## src/alod_pkg.sv

```systemverilog
// Package for the arithmetic/logic opcode decoder.
// Assumes one system clock; shared by decoder and its testbench.
`default_nettype none
package alod_pkg;

  localparam int unsigned CLK_PERIOD_NS = 20;
  localparam int unsigned SYS_CLK_PER_MCYCLE = 2;

  // Opcode bases for each group
  localparam logic [7:0] OP_ADD_DIR = 8'h25;
  localparam logic [7:0] OP_ADD_IND = 8'h26;
  localparam logic [7:0] OP_ADD_WITH_CARRY_IMM = 8'h34;
  localparam logic [7:0] OP_ADD_WITH_CARRY_DIR = 8'h35;
  localparam logic [7:0] OP_ADD_WITH_CARRY_IND = 8'h36;
  localparam logic [7:0] OP_ADD_WITH_CARRY_REG = 8'h38;
  localparam logic [7:0] OP_ORL_DIR_IMM = 8'h43;
  localparam logic [7:0] OP_ORL_IND = 8'h46;
  localparam logic [7:0] OP_ANL_DIR_A = 8'h52;
  localparam logic [7:0] OP_ANL_DIR_IMM = 8'h53;
  localparam logic [7:0] OP_ANL_DIR = 8'h55;
  localparam logic [7:0] OP_ANL_IND = 8'h56;
  localparam logic [7:0] OP_XRL_DIR = 8'h65;
  localparam logic [7:0] OP_XRL_IND = 8'h66;
  localparam logic [7:0] OP_XRL_REG = 8'h68;
  localparam logic [7:0] OP_SUBTRACT_WITH_BORROW_IMM = 8'h94;
  localparam logic [7:0] OP_SUBTRACT_WITH_BORROW_DIR = 8'h95;
  localparam logic [7:0] OP_SUBTRACT_WITH_BORROW_IND = 8'h96;
  localparam logic [7:0] OP_SUBTRACT_WITH_BORROW_REG = 8'h98;

  localparam logic [7:0] REG_GROUP_MASK = 8'hf8;
  localparam logic [7:0] IND_GROUP_MASK = 8'hfe;

  typedef enum logic [2:0] {
    ALOD_OP_NONE = 3'h0,
    ALOD_OP_ADD = 3'h1,
    ALOD_OP_ADD_WITH_CARRY = 3'h2,
    ALOD_OP_SUBTRACT_WITH_BORROW = 3'h3,
    ALOD_OP_BITWISE_AND = 3'h4,
    ALOD_OP_BITWISE_OR = 3'h5,
    ALOD_OP_BITWISE_XOR = 3'h6
  } alod_op_t;

  typedef enum logic [2:0] {
    ALOD_SRC_NONE = 3'h0,
    ALOD_SRC_WORKING_REGISTER = 3'h1,
    ALOD_SRC_DIRECT = 3'h2,
    ALOD_SRC_INDIRECT = 3'h3,
    ALOD_SRC_IMMEDIATE = 3'h4
  } alod_src_t;

  typedef enum logic [1:0] {
    ALOD_DST_ACC = 2'h0,
    ALOD_DST_DIRECT = 2'h1
  } alod_dst_t;

  typedef struct packed {
    logic valid;
    alod_op_t op;
    alod_src_t src;
    alod_dst_t dst;
    logic [2:0] reg_sel;
    logic ptr_sel;
    logic [1:0] length;
    logic [2:0] mcycles;
    logic [7:0] operand1;
    logic [7:0] operand2;
  } alod_uop_t;

  localparam logic [1:0] LEN_ONE = 2'h1;
  localparam logic [1:0] LEN_TWO = 2'h2;
  localparam logic [1:0] LEN_THREE = 2'h3;
  localparam logic [2:0] MC_ONE = 3'h1;
  localparam logic [2:0] MC_TWO = 3'h2;
  localparam logic [2:0] MC_FOUR = 3'h4;

endpackage

`default_nettype wire

```

## src/alod_decoder.sv

```systemverilog
// Arithmetic and logical opcode decoder with operand fetch and timing.
// Assumes fetch logic offers code bytes with valid/ready on clk_sys and
// the execute datapath accepts one micro-op per handshake.
// Overview of operation
// - Machine cycle equals two system clocks
// - Fetch one to three bytes per length
// - Execute in one or two cycles
// - 38-3F add register with carry
// - 35 add direct byte with carry
// - 36-37 add indirect byte with carry
// - 34 add immediate with carry
// - 25 add direct byte, no carry
// - 26-27 add indirect byte, no carry
// - 98-9F subtract register with borrow
// - 95 subtract direct byte with borrow
// - 96-97 subtract indirect byte with borrow
// - 94 subtract immediate with borrow
// - 55, 56-57 AND into accumulator
// - 52 AND accumulator into direct byte
// - 53 AND immediate into direct byte
// - 43 OR immediate into direct byte
// - 46-47 OR indirect byte into accumulator
// - 68-6F XOR register into accumulator
// - 65 XOR direct byte into accumulator
// - 66-67 XOR indirect byte into accumulator
`timescale 1ns/1ps
`default_nettype none

module alod_decoder (
  input wire logic clk_sys,
  input wire logic arst_n,
  input wire logic code_valid,
  input wire logic [7:0] code_byte,
  output logic code_ready,
  output alod_pkg::alod_uop_t uop,
  output logic uop_valid,
  input wire logic uop_ready,
  output logic unknown_opcode,
  output logic busy
);

  typedef enum logic [4:0] {
    ALOD_ST_OPCODE = 5'b00001,
    ALOD_ST_OPND1 = 5'b00010,
    ALOD_ST_OPND2 = 5'b00100,
    ALOD_ST_ISSUE = 5'b01000,
    ALOD_ST_EXEC = 5'b10000
  } alod_state_t;

  alod_state_t state_reg;
  alod_state_t state_next;
  alod_pkg::alod_uop_t dec;
  alod_pkg::alod_uop_t uop_reg;
  logic unknown_reg;
  logic [2:0] mc_left_reg;
  logic phase_reg;
  logic mcycle_tick;
  logic [7:0] opc;
  logic take_byte;

  assign opc = code_byte;
  assign take_byte = code_valid && code_ready;

  // Combinational table lookup of the opcode
  always_comb begin
    dec = '0;
    dec.valid = 1'b1;
    dec.reg_sel = opc[2:0];
    dec.ptr_sel = opc[0];
    dec.dst = alod_pkg::ALOD_DST_ACC;
    dec.length = alod_pkg::LEN_ONE;
    dec.mcycles = alod_pkg::MC_ONE;
    if ((opc & alod_pkg::REG_GROUP_MASK) == alod_pkg::OP_ADD_WITH_CARRY_REG) begin
      dec.op = alod_pkg::ALOD_OP_ADD_WITH_CARRY;
      dec.src = alod_pkg::ALOD_SRC_WORKING_REGISTER;
    end else if ((opc & alod_pkg::REG_GROUP_MASK) ==
                 alod_pkg::OP_SUBTRACT_WITH_BORROW_REG) begin
      dec.op = alod_pkg::ALOD_OP_SUBTRACT_WITH_BORROW;
      dec.src = alod_pkg::ALOD_SRC_WORKING_REGISTER;
    end else if ((opc & alod_pkg::REG_GROUP_MASK) ==
                 alod_pkg::OP_XRL_REG) begin
      dec.op = alod_pkg::ALOD_OP_BITWISE_XOR;
      dec.src = alod_pkg::ALOD_SRC_WORKING_REGISTER;
    end else if ((opc & alod_pkg::IND_GROUP_MASK) ==
                 alod_pkg::OP_ADD_WITH_CARRY_IND) begin
      dec.op = alod_pkg::ALOD_OP_ADD_WITH_CARRY;
      dec.src = alod_pkg::ALOD_SRC_INDIRECT;
    end else if ((opc & alod_pkg::IND_GROUP_MASK) ==
                 alod_pkg::OP_ADD_IND) begin
      dec.op = alod_pkg::ALOD_OP_ADD;
      dec.src = alod_pkg::ALOD_SRC_INDIRECT;
    end else if ((opc & alod_pkg::IND_GROUP_MASK) ==
                 alod_pkg::OP_SUBTRACT_WITH_BORROW_IND) begin
      dec.op = alod_pkg::ALOD_OP_SUBTRACT_WITH_BORROW;
      dec.src = alod_pkg::ALOD_SRC_INDIRECT;
    end else if ((opc & alod_pkg::IND_GROUP_MASK) ==
                 alod_pkg::OP_ANL_IND) begin
      dec.op = alod_pkg::ALOD_OP_BITWISE_AND;
      dec.src = alod_pkg::ALOD_SRC_INDIRECT;
    end else if ((opc & alod_pkg::IND_GROUP_MASK) ==
                 alod_pkg::OP_ORL_IND) begin
      dec.op = alod_pkg::ALOD_OP_BITWISE_OR;
      dec.src = alod_pkg::ALOD_SRC_INDIRECT;
    end else if ((opc & alod_pkg::IND_GROUP_MASK) ==
                 alod_pkg::OP_XRL_IND) begin
      dec.op = alod_pkg::ALOD_OP_BITWISE_XOR;
      dec.src = alod_pkg::ALOD_SRC_INDIRECT;
    end else begin
      dec.length = alod_pkg::LEN_TWO;
      dec.src = alod_pkg::ALOD_SRC_DIRECT;
      case (opc)
        alod_pkg::OP_ADD_WITH_CARRY_DIR: begin
          dec.op = alod_pkg::ALOD_OP_ADD_WITH_CARRY;
        end
        alod_pkg::OP_ADD_WITH_CARRY_IMM: begin
          dec.op = alod_pkg::ALOD_OP_ADD_WITH_CARRY;
          dec.src = alod_pkg::ALOD_SRC_IMMEDIATE;
        end
        alod_pkg::OP_ADD_DIR: begin
          dec.op = alod_pkg::ALOD_OP_ADD;
        end
        alod_pkg::OP_SUBTRACT_WITH_BORROW_DIR: begin
          dec.op = alod_pkg::ALOD_OP_SUBTRACT_WITH_BORROW;
        end
        alod_pkg::OP_SUBTRACT_WITH_BORROW_IMM: begin
          dec.op = alod_pkg::ALOD_OP_SUBTRACT_WITH_BORROW;
          dec.src = alod_pkg::ALOD_SRC_IMMEDIATE;
        end
        alod_pkg::OP_ANL_DIR: begin
          dec.op = alod_pkg::ALOD_OP_BITWISE_AND;
        end
        alod_pkg::OP_ANL_DIR_A: begin
          dec.op = alod_pkg::ALOD_OP_BITWISE_AND;
          dec.dst = alod_pkg::ALOD_DST_DIRECT;
        end
        alod_pkg::OP_ANL_DIR_IMM: begin
          dec.op = alod_pkg::ALOD_OP_BITWISE_AND;
          dec.src = alod_pkg::ALOD_SRC_IMMEDIATE;
          dec.dst = alod_pkg::ALOD_DST_DIRECT;
          dec.length = alod_pkg::LEN_THREE;
          dec.mcycles = alod_pkg::MC_TWO;
        end
        alod_pkg::OP_ORL_DIR_IMM: begin
          dec.op = alod_pkg::ALOD_OP_BITWISE_OR;
          dec.src = alod_pkg::ALOD_SRC_IMMEDIATE;
          dec.dst = alod_pkg::ALOD_DST_DIRECT;
          dec.length = alod_pkg::LEN_THREE;
          dec.mcycles = alod_pkg::MC_TWO;
        end
        alod_pkg::OP_XRL_DIR: begin
          dec.op = alod_pkg::ALOD_OP_BITWISE_XOR;
        end
        default: begin
          // Outside these groups: one-byte no-op, flagged to the core
          dec.valid = 1'b0;
          dec.op = alod_pkg::ALOD_OP_NONE;
          dec.src = alod_pkg::ALOD_SRC_NONE;
          dec.length = alod_pkg::LEN_ONE;
        end
      endcase
    end
  end

  // Byte fetch and issue sequencing
  always_comb begin
    state_next = state_reg;
    case (state_reg)
      ALOD_ST_OPCODE: begin
        if (take_byte) begin
          if (dec.length == alod_pkg::LEN_ONE) begin
            state_next = ALOD_ST_ISSUE;
          end else begin
            state_next = ALOD_ST_OPND1;
          end
        end
      end
      ALOD_ST_OPND1: begin
        if (take_byte) begin
          if (uop_reg.length == alod_pkg::LEN_THREE) begin
            state_next = ALOD_ST_OPND2;
          end else begin
            state_next = ALOD_ST_ISSUE;
          end
        end
      end
      ALOD_ST_OPND2: begin
        if (take_byte) begin
          state_next = ALOD_ST_ISSUE;
        end
      end
      ALOD_ST_ISSUE: begin
        if (uop_ready) begin
          state_next = ALOD_ST_EXEC;
        end
      end
      ALOD_ST_EXEC: begin
        if (mcycle_tick && mc_left_reg == 3'h1) begin
          state_next = ALOD_ST_OPCODE;
        end
      end
      default: begin
        state_next = ALOD_ST_OPCODE;
      end
    endcase
  end

  always_ff @(posedge clk_sys or negedge arst_n) begin
    if (!arst_n) begin
      state_reg <= ALOD_ST_OPCODE;
    end else begin
      state_reg <= state_next;
    end
  end

  // Captured micro-op and operand bytes
  always_ff @(posedge clk_sys or negedge arst_n) begin
    if (!arst_n) begin
      uop_reg <= '0;
      unknown_reg <= 1'b0;
    end else if (take_byte) begin
      if (state_reg == ALOD_ST_OPCODE) begin
        uop_reg <= dec;
        unknown_reg <= !dec.valid;
      end else if (state_reg == ALOD_ST_OPND1) begin
        uop_reg.operand1 <= code_byte;
      end else begin
        uop_reg.operand2 <= code_byte;
      end
    end
  end

  // Machine-cycle phase: a tick every second system clock in execution
  always_ff @(posedge clk_sys or negedge arst_n) begin
    if (!arst_n) begin
      phase_reg <= 1'b0;
    end else if (state_reg == ALOD_ST_EXEC) begin
      phase_reg <= ~phase_reg;
    end else begin
      phase_reg <= 1'b0;
    end
  end

  assign mcycle_tick = (state_reg == ALOD_ST_EXEC) && phase_reg;

  always_ff @(posedge clk_sys or negedge arst_n) begin
    if (!arst_n) begin
      mc_left_reg <= 3'h0;
    end else if (state_reg == ALOD_ST_ISSUE && uop_ready) begin
      mc_left_reg <= uop_reg.mcycles;
    end else if (mcycle_tick) begin
      mc_left_reg <= mc_left_reg - 3'h1;
    end
  end

  assign code_ready = (state_reg == ALOD_ST_OPCODE) ||
                      (state_reg == ALOD_ST_OPND1) ||
                      (state_reg == ALOD_ST_OPND2);
  assign uop_valid = (state_reg == ALOD_ST_ISSUE);
  assign uop = uop_reg;
  assign unknown_opcode = unknown_reg;
  assign busy = (state_reg != ALOD_ST_OPCODE);

endmodule

`default_nettype wire

```

## config.mk

```make
export PLATFORM = sky130hd
export DESIGN_NAME = alod_decoder
export DESIGN_NICKNAME = d
export VERILOG_FILES = /design/src/alod_pkg.sv /design/src/alod_decoder.sv
export SDC_FILE = /design/constraint.sdc
export NUM_CORES = 1
export LEC_CHECK = 0
export BUFFER_PORTS_ARGS = -buffer_cell sky130_fd_sc_hd__buf_2
export CAP_MARGIN = 20
export CORE_ASPECT_RATIO = 1.5
export CORE_MARGIN = 10
export CORE_UTILIZATION = 53
export DETAILED_ROUTE_END_ITERATION = 6
export GPL_ROUTABILITY_DRIVEN = 1
export GPL_TIMING_DRIVEN = 0
export PLACE_DENSITY = 0.79
export SETUP_SLACK_MARGIN = 0.02
export SLEW_MARGIN = 20
export SYNTH_ARGS = -nofsm -noshare
export SYNTH_HDL_FRONTEND = slang
export SYNTH_SLANG_ARGS = --single-unit
export TNS_END_PERCENT = 1
```

## constraint.sdc

```tcl
create_clock -name clk_sys -period 2.3 [get_ports clk_sys]
set_clock_uncertainty 0.1 [all_clocks]
set_input_delay 0.46 -clock clk_sys [delete_from_list [all_inputs] [get_ports clk_sys]]
set_output_delay 0.46 -clock clk_sys [all_outputs]
set_load 0.01 [all_outputs]
```

* Yosys cells after proc, flatten, opt, wreduce, memory -nomap -nowiden
Index checks and enable logic that the tools add are counted. Widths: inputs -> output; s select.
Word-level totals: output and inout bits 38, input port bits 12, register bits after elaboration 44, word-level logic and storage cells 128
Operators by class: reductions and logical operators 22, bitwise gates (word level) 1, add/subtract/negate cells 1, equality and inequality tests 34, muxes and demuxes 56
Operators with widths (number):
- $mux 5 | 14
- $mux 6 | 9
- $eq 8x7->1 const B | 5
- $pmux 5 s5 | 1
- $eq 8x6->1 const B | 3
- $eq 7x6->1 const B | 3
- $mux 2 | 10
- $pmux 3 s6 | 1
- $eq 8x8->1 const B | 2
- $mux 16 | 1
- $mux 8 | 2
- $eq 7x5->1 const B | 2
- $mux 1 | 12
- $eq 5x3->1 const B | 2
- $eq 5x4->1 const B | 2
- $eq 5x5->1 const B | 2
- $ne 2x2->1 const B | 5
- $reduce_or 10->1 | 1
- $mux 4 | 2
- $reduce_or 8->1 | 1
- $eq 7x7->1 const B | 1
- $mux 3 | 2
- $pmux 3 s2 | 1
- $reduce_and 2->1 | 3
- other kinds (19) | 27

* Depth between registers and ports, before layout
depth after elaboration 16, gate-level depth with buffers 8, depth with buffers taken out 6

* Least setup slack after synthesis
OpenSTA, ideal clock, no wires.
path type in2reg, from in code_byte[1], to reg unknown_reg (netlist: unknown_opcode), stages 6, path slack 0.484 ns, required time 2.079 ns, arrival time 1.595 ns, library setup time 0.121 ns, path buffers 1, cells stage by stage buf_2 > and3b_1 > a21oi_1 > o41ai_2 > nor2_2 > a22o_1
Between the ends: cells in the longest elaborated chain, start to end 13, elaborated cells on any way between the ends 28, those cells by class eq/ne (16); mux (10); reduce/logical (2)
Ends and longest elaborated chain:
- from (decl) | RTL line alod_decoder.sv:33 | input wire logic [7:0] code_byte,
- $eq 8x7->1, or another cell as far along | RTL line alod_decoder.sv:111 | case (opc)
- $reduce_or 10->1 (no line)
- $mux 1 | RTL line alod_decoder.sv:111
- $mux 1 | RTL line alod_decoder.sv:104 | end else if ((opc & alod_pkg::IND_GROUP_MASK) ==
- $mux 1 | RTL line alod_decoder.sv:100 | end else if ((opc & alod_pkg::IND_GROUP_MASK) ==
- $mux 1 | RTL line alod_decoder.sv:96 | end else if ((opc & alod_pkg::IND_GROUP_MASK) ==
- $mux 1 | RTL line alod_decoder.sv:92 | end else if ((opc & alod_pkg::IND_GROUP_MASK) ==
- $mux 1 | RTL line alod_decoder.sv:88 | end else if ((opc & alod_pkg::IND_GROUP_MASK) ==
- $mux 1 * | RTL line alod_decoder.sv:84 | end else if ((opc & alod_pkg::IND_GROUP_MASK) ==
- $mux 1 * | RTL line alod_decoder.sv:80 | end else if ((opc & alod_pkg::REG_GROUP_MASK) ==
- $mux 1 * | RTL line alod_decoder.sv:76 | end else if ((opc & alod_pkg::REG_GROUP_MASK) ==
- $mux 1 * | RTL line alod_decoder.sv:73 | if ((opc & alod_pkg::REG_GROUP_MASK) == alod_pkg::OP_ADD_WITH_CARRY_REG) begin
- $logic_not 1->1 * | RTL line alod_decoder.sv:223 | unknown_reg <= !dec.valid;
- to (signal assigned) | RTL line alod_decoder.sv:223
- to (decl) | RTL line alod_decoder.sv:54 | logic unknown_reg;
Every way passes the cells marked *; elsewhere a longest branch is shown, timed or not. A chain may end at the register's enable or synchronous reset.

* Final worst setup path
from reg state_reg[0], to out busy
Between the ends: cells in the longest elaborated chain, start to end 1
Ends and longest elaborated chain:
- from (decl) | RTL line alod_decoder.sv:50 | alod_state_t state_reg;
- from (signal assigned) | RTL line alod_decoder.sv:211 | state_reg <= state_next;
- $ne 5x1->1 | RTL line alod_decoder.sv:261 | assign busy = (state_reg != ALOD_ST_OPCODE);
- to (decl) | RTL line alod_decoder.sv:39 | output logic busy
Every way passes these cells.

==> impl_metrics.tcl <==
set metrics [dict create \
    outcome "finished clean" \
    period_share_pct 95.23 \
    crit_start "state_reg[0]" \
    core_area_sq_mm 0.003959 \
    area_growth_pct 18.06 \
    cts_hold_buffers 0 \
    yosys-top-cells-area "dfrtp_1, o21ai_0, nand2_1, nor2_1, inv_1" \
    synth_area_per_cell_sq_um 9.028 \
    cap_violations 0 \
    start_util_pct 54.96 \
    root_buffer "clkbuf_8" \
    worst_pin_slew_ns 0.8924 \
    globalplace.congestion 0.9095 \
    io_pins 50 \
    cp_max_fo 9 \
    critPathKind "flop to output pin" \
    grt_pass1_vias 1947 \
    die_h_um 98.48 \
    powerDensity_mw_per_mm2 1124 \
    slew-limit-headroom_pct 40.51 \
    grt_max_degree 42 \
    multi_input_area_sq_um 967.2 \
    antenna_cells 0 \
    crit-reg2reg-launch "state_reg[0]" \
    yosysTopAreaCell "dfrtp_1" \
    via_per_inst 5.581 \
    htree_levels 2 \
    largest_register_ffs 31 \
    hold_violations 0 \
    yosysMostFrequentCell "dfrtp_1" \
    drt_iter0_markers 144 \
    cts_buffer_depth 2 \
    drt-total-wl_um 5425 \
    fin_nets 310 \
    synth_commonest_cells "dfrtp_1, nand2_1, nor2_1" \
    worstPathRequired_ns 1.74 \
    synth_seq_cells 41 \
    seqCellArea_sq_mm 0.001027 \
    postSynthCellCount 241 \
    hpwlAfterDp_um 4107 \
    synth_edf_count 0 \
    cts_sinks 41 \
    drv_slew 0 \
    gr-max-usage-layer "met2" \
    p_leak_nw 1.261 \
    grtUsageMet2_pct 27.82 \
    drt_first_pass_iters 4 \
    end_kind "output pin" \
    grtUsageMet1_pct 17.77 \
    rrSetupSlack_ns 0.17 \
    seq_area_frac_synth_pct 47.21 \
    drive_gt1_share_pct 27.70 \
    dieArea_sq_mm 0.007121 \
    yosysTopAreaCellShare_pct 46.00 \
    drc 0 \
    syn_area_sq_mm 0.002176 \
    clk_pin_slew_ns 0.08 \
    die_w_um 72.32 \
    numCtsBuffers 5 \
    antenna_found_initial 0 \
    period_minus_slack_ns 2.190 \
    synth.distinct_cells 52 \
    async_flop_share_pct 100.0 \
    finalSetupViolCount 0 \
    ir_drop_mv 0.7282 \
    yosys_warnings 0 \
    grt_setup_unrepaired "yes" \
    worstSetupStartpointType "flop" \
    fin_total_pwr_mw 2.887 \
    max_freq_mhz 456.5 \
    crit_arrival_ns 1.63 \
    ant_nets 0 \
    grtUsageMet3_pct 3.514 \
    grt_pass1_wl_um 9273 \
    wire_per_inst_um 15.91 \
    fillerInstances 357 \
    vias 1903 \
    gr-total-overflow 0 \
    rows 28 \
    cts_tree "done" \
    hp-class "primary input to asynchronous set/reset pin" \
    r2r-end "uop[16]" \
    clkLatencyLatePin_ns 0.28 \
    reg2reg_depth 7 \
    globalRouteTotalUtil_pct 15.86 \
    ys.flop_type "dfrtp_1" \
    tns_ns 0 \
    portBuffers 45 \
]
## report_power, final
group | switching (mW) | internal, mW
Clock | 0.230 | 0.238
Sequential | 0.145 | 0.965
Combinational | 0.769 | 0.539
Total | 1.14 | 1.74
## per-layer routing
| metal | vias up | wire length [um] |
|---|---|---|
| met5 | - | 0 |
| met4 | 0 | 104 |
| met3 | 10 | 247 |
| met2 | 39 | 2844 |
| met1 | 921 | 2229 |
| li1 | 933 | - |
## worst max path at each step
stage	endpoint	slack, ns	cells past startpoint
after CTS	busy	0.05	5
after global placement	unknown_opcode	0.18	7
after global routing	uop[16]	0.008	7
final	busy	0.11	5
after detailed placement	busy	0.17	6
after floorplan	unknown_opcode	0.48	6
## critical path: stages, from the launching register on
cell	delay (ns)
dfstp_2	0.53
buf_6	0.14
nand2b_4	0.06
nor4_4	0.32
inv_2	0.13
buf_2	0.16
## through the flow
step / instance area (sq um) / hold WS, ns / worst slack [ns] / utilization [%] / instances
2_1_floorplan: 2180 / 0.06441 / 0.4841 / - / 242
3_3_place_gp: 2461 / 0.3397 / 0.1812 / 62.17 / 332
3_5_place_dp: 2461 / 0.3518 / 0.1684 / 62.17 / 332
4_1_cts: 2561 / 0.2383 / 0.05465 / 64.70 / 340
5_1_grt: 2569 / 0.2513 / 0.008445 / 64.89 / 341
6_report: 2569 / 0.1872 / 0.1097 / 64.89 / 341
## cells by family after synthesis
| group | synth area share [%] |
|---|---|
| other | 0.1723 |
| buffers and inverters | 8.510 |
| and+or+nand+nor | 22.94 |
| DFF | 47.21 |
| muxes | 0.5175 |
| adders and majority gates | 1.150 |
| AOI/OAI and AO/OA | 17.48 |
| xor gates and xnor gates | 2.013 |
## cell type report
cell class | instances | area share [%]
clock buffer | 7 | 3.361
sequential | 41 | 39.99
timing repair buffer | 48 | 9.644
inverter | 16 | 2.338
buffer | 19 | 4.822
multi-input combinational | 165 | 37.65
tap | 45 | 2.192
## cells in the final DEF, fill, tap and decap left out, types with 3 or more instances in the layout
cell type / count
clkbuf_8: 6
dfrtp_1: 40
nor2b_1: 6
o31ai_1: 3
nor2_1: 25
nand2_1: 29
buf_2: 54
nand4_1: 3
nand2b_1: 3
buf_4: 8
xnor2_1: 5
a21oi_1: 9
o21ai_0: 23
nor3b_1: 3
buf_6: 3
nand3_1: 11
nor3_1: 4
inv_1: 15
## timing repair
| action | 4_1_cts | 5_1_grt |
|---|---|---|
| gates resized for setup | 1 | 0 |
| pin swaps | 1 | 0 |
| endpoints found under the setup margin | 1 | 2 |
| buffers inserted | 2 | 1 |
No activity file was read; power rests on OpenSTA's default activity.
